File: src/logic/dma_pkg.sv
/*
  Shared constants and types of the two-channel cycle-stealing transfer controller.
  Assumes a 20-bit address space and a 16-bit internal data bus.
*/
`default_nettype none
package dma_pkg;
  // Address space and register decode.
  localparam int ADDR_W = 20;
  localparam logic [4:0] OFF_SRC = 5'h00;
  localparam logic [4:0] OFF_DST = 5'h04;
  localparam logic [4:0] OFF_RELOAD = 5'h08;
  localparam logic [4:0] OFF_CTRL = 5'h0c;
  localparam logic [4:0] OFF_COUNT = 5'h10;
  localparam int CH_BIT = 5;
  // Control register field positions.
  localparam int CTRL_W = 9;
  localparam int CTRL_SWREQ = 9;
  localparam int CTRL_PEND = 10;
  // Request source selection codes.
  localparam logic [3:0] SEL_SOFT = 4'h0;
  localparam logic [3:0] SEL_EXT = 4'h1;
  localparam logic [3:0] SEL_PERIPH_BASE = 4'h2;
  localparam logic [3:0] SEL_PERIPH_LAST = 4'he;
  localparam int NUM_PERIPH = 13;
  // The controller's own registers and the peripheral register area.
  localparam logic [19:0] REG_LO = 20'h00020;
  localparam logic [19:0] REG_HI = 20'h0003f;
  localparam logic [19:0] PERIPH_HI = 20'h003ff;
  // Clocks per bus cycle for memory and for the peripheral register area.
  localparam logic [1:0] WAIT_MEM = 2'h1;
  localparam logic [1:0] WAIT_PERIPH = 2'h2;
  // Reset values.
  localparam logic [19:0] ADDR_RESET = 20'h00000;
  localparam logic [15:0] COUNT_RESET = 16'h0000;

  typedef enum logic [3:0] {
    S_IDLE = 4'b0001,
    S_RD = 4'b0010,
    S_WR = 4'b0100,
    S_SPARE = 4'b1000
  } state_t;

  typedef struct packed {
    logic [3:0] sel;
    logic dst_inc;
    logic src_inc;
    logic repeat_mode;
    logic byte_unit;
    logic enable;
  } ctrl_t;

  typedef struct packed {
    logic valid;
    logic write;
    logic word;
    logic [19:0] addr;
    logic [15:0] wdata;
  } bus_req_t;
endpackage : dma_pkg
`default_nettype wire

File: src/logic/two_channel_dma.sv
/*
  Two-channel cycle-stealing transfer controller with an APB register slave.
  Assumes the internal bus answers reads in the same clock as the request and that
  the CPU yields the bus whenever cpu_hold is high.
*/
`default_nettype none
module two_channel_dma (
  input wire logic pclk,
  input wire logic presetn,
  input wire logic psel,
  input wire logic penable,
  input wire logic pwrite,
  input wire logic [11:0] paddr,
  input wire logic [31:0] pwdata,
  output logic [31:0] prdata,
  output logic pready,
  output logic pslverr,
  input wire logic [1:0] ext_irq_line,
  input wire logic [12:0] periph_irq,
  output dma_pkg::bus_req_t bus_req,
  input wire logic [15:0] bus_rdata,
  output logic cpu_hold,
  output logic [1:0] dma_irq
);
  import dma_pkg::*;

  // Channel state.
  ctrl_t ctrl [2];
  ctrl_t next_ctrl [2];
  logic [19:0] src [2];
  logic [19:0] next_src [2];
  logic [19:0] dst [2];
  logic [19:0] next_dst [2];
  logic [19:0] ptr [2];
  logic [19:0] next_ptr [2];
  logic [15:0] reload [2];
  logic [15:0] next_reload [2];
  logic [15:0] cnt [2];
  logic [15:0] next_cnt [2];
  logic [1:0] fresh, next_fresh;
  logic [1:0] pend, next_pend;
  logic [1:0] ext_prev;
  logic [1:0] req_hit;
  // Engine state.
  state_t state, next_state;
  logic ch, next_ch;
  logic beat, next_beat;
  logic [1:0] wait_cnt, next_wait_cnt;
  logic [19:0] rd_a, next_rd_a;
  logic [19:0] wr_a, next_wr_a;
  logic [15:0] data, next_data;
  logic unit_byte, next_unit_byte;
  bus_req_t next_bus_req;
  logic next_cpu_hold;
  logic [1:0] next_dma_irq;
  // Register slave.
  logic [31:0] next_prdata;
  logic next_pready, next_pslverr;
  logic bad_addr, wr;
  logic wch;
  logic [4:0] woff;

  function automatic logic in_regs(input logic [19:0] a);
    in_regs = (a >= REG_LO) && (a <= REG_HI);
  endfunction : in_regs
  function automatic logic [1:0] beat_len(input logic [19:0] a);
    beat_len = (a <= PERIPH_HI) ? WAIT_PERIPH : WAIT_MEM;
  endfunction : beat_len

  // Address decode of the register slave.
  assign wch = paddr[CH_BIT];
  assign woff = paddr[4:0];
  assign bad_addr = (paddr[11:6] != 6'h00) || (paddr[1:0] != 2'h0) || (woff > OFF_COUNT);
  assign wr = psel & penable & pready & pwrite & ~bad_addr;

  // Per-channel request selection; peripheral lines are one-clock pulses.
  for (genvar c = 0; c < 2; c++) begin : g_req
    logic edge_hit;
    logic src_hit;
    logic sw_hit;
    assign edge_hit = ext_prev[c] & ~ext_irq_line[c];
    assign src_hit = (ctrl[c].sel == SEL_EXT) ? edge_hit :
                     ((ctrl[c].sel >= SEL_PERIPH_BASE) && (ctrl[c].sel <= SEL_PERIPH_LAST)) ?
                     periph_irq[ctrl[c].sel - SEL_PERIPH_BASE] : 1'b0;
    assign sw_hit = wr && (wch == 1'(c)) && (woff == OFF_CTRL) && pwdata[CTRL_SWREQ];
    assign req_hit[c] = ctrl[c].enable & (src_hit | sw_hit);
  end

  // Next values of the engine, the channels, the bus request and the register slave.
  always_comb begin
    logic c;
    logic [19:0] base;
    logic [19:0] cur_a;
    logic [19:0] beat_a;
    logic [19:0] nb_a;
    logic multi;
    logic last_wait;
    logic [15:0] rdv;
    c = 1'b0;
    base = ADDR_RESET;
    nb_a = ADDR_RESET;
    next_ctrl = ctrl;
    next_src = src;
    next_dst = dst;
    next_ptr = ptr;
    next_reload = reload;
    next_cnt = cnt;
    next_fresh = fresh;
    next_pend = pend;
    next_state = state;
    next_ch = ch;
    next_beat = beat;
    next_wait_cnt = wait_cnt;
    next_rd_a = rd_a;
    next_wr_a = wr_a;
    next_data = data;
    next_unit_byte = unit_byte;
    next_dma_irq = 2'b00;
    cur_a = (state == S_WR) ? wr_a : rd_a;
    beat_a = cur_a + {19'h00000, beat};
    multi = ~unit_byte & cur_a[0];
    last_wait = (wait_cnt == beat_len(beat_a) - 2'h1);
    rdv = in_regs(beat_a) ? 16'h0000 : bus_rdata;
    case (state)
      S_IDLE: begin
        if ((pend[0] & ctrl[0].enable) | (pend[1] & ctrl[1].enable)) begin
          c = (pend[0] & ctrl[0].enable) ? 1'b0 : 1'b1;
          next_ch = c;
          next_pend[c] = 1'b0;
          base = fresh[c] ? (ctrl[c].src_inc ? src[c] : dst[c]) : ptr[c];
          if (fresh[c]) begin
            next_ptr[c] = base;
            next_cnt[c] = reload[c];
            next_fresh[c] = 1'b0;
          end
          next_rd_a = ctrl[c].src_inc ? base : src[c];
          next_wr_a = ctrl[c].dst_inc ? base : dst[c];
          next_unit_byte = ctrl[c].byte_unit;
          next_beat = 1'b0;
          next_wait_cnt = 2'h0;
          next_state = S_RD;
        end
      end
      S_RD: begin
        if (!last_wait) begin
          next_wait_cnt = wait_cnt + 2'h1;
        end else begin
          next_wait_cnt = 2'h0;
          if (!multi) begin
            next_data = unit_byte ? {8'h00, rdv[7:0]} : rdv;
          end else if (!beat) begin
            next_data[7:0] = rdv[7:0];
          end else begin
            next_data[15:8] = rdv[7:0];
          end
          if (multi && !beat) begin
            next_beat = 1'b1;
          end else begin
            next_beat = 1'b0;
            next_state = S_WR;
          end
        end
      end
      S_WR: begin
        if (!last_wait) begin
          next_wait_cnt = wait_cnt + 2'h1;
        end else begin
          next_wait_cnt = 2'h0;
          if (multi && !beat) begin
            next_beat = 1'b1;
          end else begin
            next_beat = 1'b0;
            next_state = S_IDLE;
            if (ctrl[ch].src_inc | ctrl[ch].dst_inc) begin
              next_ptr[ch] = ptr[ch] + (unit_byte ? 20'h00001 : 20'h00002);
            end
            if (cnt[ch] == 16'h0000) begin
              next_dma_irq[ch] = 1'b1;
              if (ctrl[ch].repeat_mode) begin
                next_cnt[ch] = reload[ch];
              end else begin
                next_ctrl[ch].enable = 1'b0;
              end
            end else begin
              next_cnt[ch] = cnt[ch] - 16'h0001;
            end
          end
        end
      end
      default: begin
        next_state = S_IDLE;
      end
    endcase
    // Software writes; registers set to increment are always writable.
    if (wr) begin
      case (woff)
        OFF_SRC: begin
          if (!ctrl[wch].enable || ctrl[wch].src_inc) begin
            next_src[wch] = pwdata[19:0];
          end
        end
        OFF_DST: begin
          if (!ctrl[wch].enable || ctrl[wch].dst_inc) begin
            next_dst[wch] = pwdata[19:0];
          end
        end
        OFF_RELOAD: begin
          next_reload[wch] = pwdata[15:0];
        end
        OFF_CTRL: begin
          if (!ctrl[wch].enable) begin
            next_ctrl[wch] = ctrl_t'(pwdata[CTRL_W-1:0]);
            next_ctrl[wch].dst_inc = pwdata[4] & ~pwdata[3];
          end
          next_ctrl[wch].enable = pwdata[0];
          if (pwdata[0] && !ctrl[wch].enable) begin
            next_fresh[wch] = 1'b1;
          end
        end
        default: begin
        end
      endcase
    end
    // A new request wins over the service clear of the same cycle but not over a disable; requests merge into one flag.
    for (int i = 0; i < 2; i++) begin
      if (req_hit[i]) begin
        next_pend[i] = 1'b1;
      end
      if (!next_ctrl[i].enable) begin
        next_pend[i] = 1'b0;
      end
    end
    // Bus request for the coming clock; accesses to the own register range are dummies.
    nb_a = ((next_state == S_WR) ? next_wr_a : next_rd_a) + {19'h00000, next_beat};
    next_bus_req.valid = ((next_state == S_RD) || (next_state == S_WR)) && !in_regs(nb_a);
    next_bus_req.write = (next_state == S_WR);
    next_bus_req.word = ~next_unit_byte & ~nb_a[0] & ~((next_state == S_WR) ? next_wr_a[0] : next_rd_a[0]);
    next_bus_req.addr = nb_a;
    next_bus_req.wdata = (~next_unit_byte & next_wr_a[0]) ?
                         (next_beat ? {8'h00, next_data[15:8]} : {8'h00, next_data[7:0]}) : next_data;
    next_cpu_hold = (next_state != S_IDLE);
    // Register slave: one wait state, read data captured in the setup phase.
    next_pready = psel & penable & ~pready;
    next_prdata = prdata;
    next_pslverr = pslverr;
    if (psel && !penable) begin
      next_pslverr = bad_addr;
      case (woff)
        OFF_SRC: next_prdata = {12'h000, (ctrl[wch].enable && ctrl[wch].src_inc && !fresh[wch]) ?
                                ptr[wch] : src[wch]};
        OFF_DST: next_prdata = {12'h000, (ctrl[wch].enable && ctrl[wch].dst_inc && !fresh[wch]) ?
                                ptr[wch] : dst[wch]};
        OFF_RELOAD: next_prdata = {16'h0000, reload[wch]};
        OFF_CTRL: next_prdata = {21'h000000, pend[wch], 1'b0, ctrl[wch]};
        OFF_COUNT: next_prdata = {16'h0000, cnt[wch]};
        default: next_prdata = 32'h00000000;
      endcase
      if (bad_addr) begin
        next_prdata = 32'h00000000;
      end
    end
  end

  // Registers of the whole block, including the dma_irq pulses and the sampled ext_irq_line levels.
  always_ff @(posedge pclk or negedge presetn) begin
    if (!presetn) begin
      for (int i = 0; i < 2; i++) begin
        ctrl[i] <= '0;
        src[i] <= ADDR_RESET;
        dst[i] <= ADDR_RESET;
        ptr[i] <= ADDR_RESET;
        reload[i] <= COUNT_RESET;
        cnt[i] <= COUNT_RESET;
      end
      fresh <= 2'b00;
      pend <= 2'b00;
      ext_prev <= 2'b11;
      state <= S_IDLE;
      ch <= 1'b0;
      beat <= 1'b0;
      wait_cnt <= 2'h0;
      rd_a <= ADDR_RESET;
      wr_a <= ADDR_RESET;
      data <= 16'h0000;
      unit_byte <= 1'b0;
      bus_req <= '0;
      cpu_hold <= 1'b0;
      dma_irq <= 2'b00;
      prdata <= 32'h00000000;
      pready <= 1'b0;
      pslverr <= 1'b0;
    end else begin
      ctrl <= next_ctrl;
      src <= next_src;
      dst <= next_dst;
      ptr <= next_ptr;
      reload <= next_reload;
      cnt <= next_cnt;
      fresh <= next_fresh;
      pend <= next_pend;
      ext_prev <= ext_irq_line;
      state <= next_state;
      ch <= next_ch;
      beat <= next_beat;
      wait_cnt <= next_wait_cnt;
      rd_a <= next_rd_a;
      wr_a <= next_wr_a;
      data <= next_data;
      unit_byte <= next_unit_byte;
      bus_req <= next_bus_req;
      cpu_hold <= next_cpu_hold;
      dma_irq <= next_dma_irq;
      prdata <= next_prdata;
      pready <= next_pready;
      pslverr <= next_pslverr;
    end
  end

  for (genvar c = 0; c < 2; c++) begin : g_chk

  end
endmodule : two_channel_dma
`default_nettype wire

File: config.mk
export PLATFORM = sky130hd
export DESIGN_NAME = two_channel_dma
export DESIGN_NICKNAME = d
export VERILOG_FILES = /design/src/logic/dma_pkg.sv /design/src/logic/two_channel_dma.sv
export SDC_FILE = /design/constraint.sdc
export NUM_CORES = 1
export LEC_CHECK = 0
export BUFFER_PORTS_ARGS = -buffer_cell sky130_fd_sc_hd__buf_2
export CORE_MARGIN = 2
export CORE_UTILIZATION = 45
export DETAILED_ROUTE_END_ITERATION = 10
export PLACE_DENSITY = 0.65
export SLEW_MARGIN = 20
export SYNTH_ARGS = -nofsm -noshare
export SYNTH_HDL_FRONTEND = slang
export SYNTH_SLANG_ARGS = --single-unit
File: constraint.sdc
create_clock -name pclk -period 5.99 [get_ports pclk]
set_clock_uncertainty 0.2 [all_clocks]
set_input_delay 0.2995 -clock pclk [delete_from_list [all_inputs] [get_ports pclk]]
set_output_delay 0.2995 -clock pclk [all_outputs]
set_load 0.005 [all_outputs]
==> impl_results.html <==
<table>
<tr><th>Metric</th><th>Value</th></tr>
<tr><th colspan="2">GRT</th></tr>
<tr><td>Most crowded layer after global routing</td><td>met2</td></tr>
<tr><td>Met1 track demand over resource</td><td>40.4%</td></tr>
<tr><td>Total routing usage reported by global routing</td><td>30.1%</td></tr>
<tr><td>Maximum number of pins on one net before global-route repair</td><td>141</td></tr>
<tr><td>GRT met3 Usage</td><td>5.62%</td></tr>
<tr><td>Antenna violations before repair</td><td>3</td></tr>
<tr><td>Routing usage on met2</td><td>47.1%</td></tr>
<tr><td>Wire length of the first global-routing pass</td><td>109 mm</td></tr>
<tr><td>Number of global-route vias before repair</td><td>17900</td></tr>
<tr><td>Congestion Overflow GR</td><td>0</td></tr>
<tr><th colspan="2">Yosys</th></tr>
<tr><td>Distinct cell type count of the synthesized netlist</td><td>86</td></tr>
<tr><td>Area share of the leading cell type in the synthesized netlist</td><td>40.6%</td></tr>
<tr><td>Number of synthesized flops with an enable pin</td><td>0</td></tr>
<tr><td>Area fraction in and, or, nand and nor cells after synthesis</td><td>14.7%</td></tr>
<tr><td>Post-synth top flop</td><td>dfrtp_1</td></tr>
<tr><td>XOR/XNOR share of the synthesized area</td><td>3.27%</td></tr>
<tr><td>Post-synthesis adder-cell area fraction</td><td>0.765%</td></tr>
<tr><td>Area fraction in compound gates after synthesis</td><td>16.9%</td></tr>
<tr><td>Proportion of synthesized area in mux cells</td><td>19.4%</td></tr>
<tr><td>Share of synthesized registers carrying an async set or reset</td><td>100%</td></tr>
<tr><td>#FFs+latches synth</td><td>337</td></tr>
<tr><td>Combined area of all synthesized cells</td><td>20600 µm²</td></tr>
<tr><td>Ranking of synthesized cells by area</td><td>dfrtp_1, mux2_2, mux4_2, mux2i_1, nand2_1</td></tr>
<tr><td>Top cells by count, synth</td><td>dfrtp_1, nand2_1, mux2_2</td></tr>
<tr><td>Sequential-to-total area share from yosys stat</td><td>41.0%</td></tr>
<tr><td>Main combinational cell family by area after synthesis</td><td>multiplexers</td></tr>
<tr><td>Number of instances in the synthesized netlist</td><td>2089</td></tr>
<tr><td>Top cell type by total area after synthesis</td><td>dfrtp_1</td></tr>
<tr><td>Synthesis warning total</td><td>0</td></tr>
<tr><td>Syn Area/Cell</td><td>9.86 µm²</td></tr>
<tr><td>Dominant cell by count in the synthesized netlist</td><td>dfrtp_1</td></tr>
<tr><th colspan="2">Die</th></tr>
<tr><td>Die outline area</td><td>47500 µm²</td></tr>
<tr><td>Number of placed I/O pins</td><td>156</td></tr>
<tr><td>Initial Util</td><td>45.5%</td></tr>
<tr><td>Number of rows in the core area</td><td>78</td></tr>
<tr><td>Die Y</td><td>218 µm</td></tr>
<tr><td>Horiz. Die Dim</td><td>218 µm</td></tr>
<tr><td>Core area</td><td>45300 µm²</td></tr>
<tr><th colspan="2">Route</th></tr>
<tr><td>Initial DRT Pass Iterations</td><td>5</td></tr>
<tr><td>Total Routed Length</td><td>71.2 mm</td></tr>
<tr><td>Via-per-instance ratio</td><td>6.44</td></tr>
<tr><td>Remaining routing DRC violations</td><td>0</td></tr>
<tr><td>DR WL/cell</td><td>24.9 µm</td></tr>
<tr><td>Antenna-violating nets left</td><td>0</td></tr>
<tr><td>Initial DRC count</td><td>2006</td></tr>
<tr><td>Total via count in the routed design</td><td>18400</td></tr>
<tr><th colspan="2">Power</th></tr>
<tr><td>Logic gate share of total power</td><td>18.0%</td></tr>
<tr><td>IR Drop Worst-Case VDD</td><td>164 µV</td></tr>
<tr><td>Sequential share of power</td><td>42.5%</td></tr>
<tr><td>Leakage dissipation</td><td>10.8 nW</td></tr>
<tr><td>Switching component of the power</td><td>1.82 mW</td></tr>
<tr><td>Final total power</td><td>6.08 mW</td></tr>
<tr><td>Power density over the cells</td><td>256 nW/µm²</td></tr>
<tr><td>Clock power share</td><td>39.5%</td></tr>
<tr><td>Switching power share of the total</td><td>29.9%</td></tr>
<tr><td>Cell Int Power</td><td>4.26 mW</td></tr>
<tr><th colspan="2">Critical path</th></tr>
<tr><td>Worst Setup Path Type</td><td>register to register</td></tr>
<tr><td>Largest driver fanout on the critical path</td><td>24</td></tr>
<tr><td>Family with the most delay on the worst path</td><td>simple AND/OR/NAND/NOR gates</td></tr>
<tr><td>Critical Path Source Type</td><td>register</td></tr>
<tr><td>Reg2Reg Setup Slack</td><td>0.42 ns</td></tr>
<tr><td>Worst path slowest cell</td><td>or4b_1</td></tr>
<tr><td>CP Buf/Inv Count</td><td>3</td></tr>
<tr><td>Max incr delay on CP</td><td>0.58 ns</td></tr>
<tr><td>Worst path required time</td><td>6.22 ns</td></tr>
<tr><td>Critical Path End Type</td><td>register</td></tr>
<tr><td>WP data arrival</td><td>5.80 ns</td></tr>
<tr><th colspan="2">STA</th></tr>
<tr><td>Final Critical Period</td><td>5.57 ns</td></tr>
<tr><td>Transition time at the pin with the least slew margin</td><td>1.20 ns</td></tr>
<tr><td>Timing-limited maximum frequency</td><td>0.180 GHz</td></tr>
<tr><td>Final hold violations</td><td>0</td></tr>
<tr><td>Final worst hold slack</td><td>0.152 ns</td></tr>
<tr><td>Setup total negative slack</td><td>0 ns</td></tr>
<tr><td>Tcrit/Tclk final</td><td>93.0%</td></tr>
<tr><td>Count of endpoints failing setup in the final report</td><td>0</td></tr>
<tr><td>RSZ-0062 raised after global routing</td><td>false</td></tr>
<tr><td>Max-slew headroom at the worst pin</td><td>19.4%</td></tr>
<tr><td>Fin. max-slew vios</td><td>0</td></tr>
<tr><th colspan="2">Placed design</th></tr>
<tr><td>I/O Buffers</td><td>131</td></tr>
<tr><td>Placed wire-length estimate</td><td>48.9 mm</td></tr>
<tr><td>RePlAce Congestion</td><td>0.970</td></tr>
<tr><th colspan="2">Clock network</th></tr>
<tr><td>CTS max path bufs</td><td>3</td></tr>
<tr><td>H-tree level count</td><td>2</td></tr>
<tr><td>Later-pin clock latency in the skew report</td><td>0.59 ns</td></tr>
<tr><td>Post-CTS clock slew at the launch and capture registers of the worst setup and hold paths</td><td>0.06 ns</td></tr>
<tr><td>TritonCTS clock tree</td><td>done</td></tr>
<tr><td>Number of CTS-inserted buffers</td><td>40</td></tr>
<tr><td>Clock tree sinks</td><td>337</td></tr>
<tr><td>Root Buffer</td><td>clkbuf_16</td></tr>
<tr><th colspan="2">Layout</th></tr>
<tr><td>Syn-to-layout area delta</td><td>15.1%</td></tr>
<tr><td># nets final</td><td>2321</td></tr>
<tr><td>Antenna cells</td><td>0</td></tr>
<tr><td>Ratio of cells with drive above 1 in the final layout</td><td>22.6%</td></tr>
<tr><td>Number of fillers in the final layout</td><td>4088</td></tr>
<tr><th colspan="2">Run</th></tr>
<tr><td>MaxCap Viol Count</td><td>0</td></tr>
<tr><th colspan="2">Min path</th></tr>
<tr><td>Path type of the worst min-delay path</td><td>input pin to register</td></tr>
<tr><th colspan="2">Run status</th></tr>
<tr><td>Run status</td><td>finished clean</td></tr>
</table>
-- cell type report --
| cell class | instances | area [µm²] | share of cell area [%] |
|---|---|---|---|
| repair buffers | 240 | 1600 | 6.76 |
| flip-flops and latches | 337 | 8440 | 35.6 |
| clock inverters | 7 | 72.6 | 0.306 |
| multi-input cells | 1566 | 11500 | 48.4 |
| clock buffers | 63 | 1190 | 5.01 |
| well taps | 600 | 751 | 3.17 |
| inverters | 44 | 168 | 0.707 |
-- stage by stage --
stage	instances	area [µm²]	worst slack [ns]	util [%]
after floorplan	2101	20700	0.00544	-
after global placement	2745	22000	0.412	48.6
after detailed placement	2745	22000	0.274	48.6
after CTS	2856	23700	0.214	52.3
after global routing	2857	23700	0.00141	52.4
final	2857	23700	0.421	52.4
-- layout by cell type, fill, tap and decap left out, types with 11 or more instances in the layout --
cell	netlist	final
o31ai_1	12	12
and3_1	13	13
a22oi_1	47	47
mux2i_1	105	105
conb_1	1	13
o211ai_1	13	13
o21ai_0	147	147
o22ai_1	22	22
buf_4	15	68
a21oi_1	72	72
nor3_1	42	40
buf_2	17	129
nand4_1	20	20
xor2_1	29	29
mux2_2	149	149
a211oi_1	19	19
a221oi_1	20	20
dfrtp_1	334	333
clkbuf_16	0	41
inv_1	43	43
o221ai_1	15	15
a31oi_1	20	20
nor2_1	110	106
mux4_2	53	53
dlygate4sd3_1	0	41
nand2_1	277	276
nand3_1	68	67
clkbuf_1	99	14
a22o_1	33	33
and2_1	14	14
nor2b_1	12	11
o22a_1	19	19
nand2b_1	14	14
xnor2_1	48	48
-- state kept, by name, summed over array words and instances (netlist names), 2 cells and up --
| signal | count |
|---|---|
| bus_req | 39 |
| pend | 2 |
| ptr | 40 |
| rd_a | 20 |
| ctrl | 18 |
| src | 40 |
| cnt | 32 |
| state | 4 |
| prdata | 20 |
| dma_irq | 2 |
| reload | 32 |
| wait_cnt | 2 |
| ext_prev | 2 |
| wr_a | 20 |
| dst | 40 |
| data | 16 |
| fresh | 2 |
-- worst min-delay path, cell delays in order --
cell	delay, ns
buf_2	0.10
nand2b_1	0.07
buf_4	0.25
nand2_1	0.10
o21ai_0	0.07
-- repair_timing --
item                       CTS  global route
gates resized for setup      0             7
hold buffers                41             0
buffers inserted             0             1
setup endpoints to repair    0             1
hold endpoints to repair   260             0
-- worst paths after layout --
kind	from	endpoint	cells past startpoint
worst max-delay path	state[1]$_DFF_PN0_	bus_req[38]$_DFF_PN0_	25
worst min-delay path	psel	prdata[4]$_DFFE_PN0P_	5
worst max register to register	state[1]$_DFF_PN0_	bus_req[38]$_DFF_PN0_	25
worst min register to register	prdata[2]$_DFFE_PN0P_	prdata[2]$_DFFE_PN0P_	2
max in group asynchronous	presetn	dst[17]$_DFFE_PN0P_	3
min in group asynchronous	presetn	bus_req[17]$_DFF_PN0_	2
-- routing by layer --
metal / wire, µm / up-vias
li1: - / 7995
met1: 28500 / 9093
met2: 32600 / 1060
met3: 6650 / 245
met4: 3430 / 4
met5: 27 / -
-- power by group through the flow --
stage / Combinational, mW / Sequential [mW] / Clock [mW]
after floorplan: 0.615 / 2.57 / 0
after global placement: 1.03 / 2.61 / 0
after detailed placement: 1.04 / 2.61 / 0
after CTS: 1.07 / 2.57 / 2.43
after global routing: 1.18 / 2.60 / 2.52
final: 1.10 / 2.58 / 2.40
-- logic make-up (layout without fill, tap and decap cells) --
family                   after synthesis  in the layout
XOR/XNOR                              77             77
other                                  1             13
AND/OR/NAND/NOR                      636            636
multiplexers                         310            310
adder cells (fa/ha/maj)               12             12
buffers and inverters                198            354
AO/OA/AOI/OAI                        518            518
flip-flops                           337            337
No activity file was read; power rests on OpenSTA's default activity.
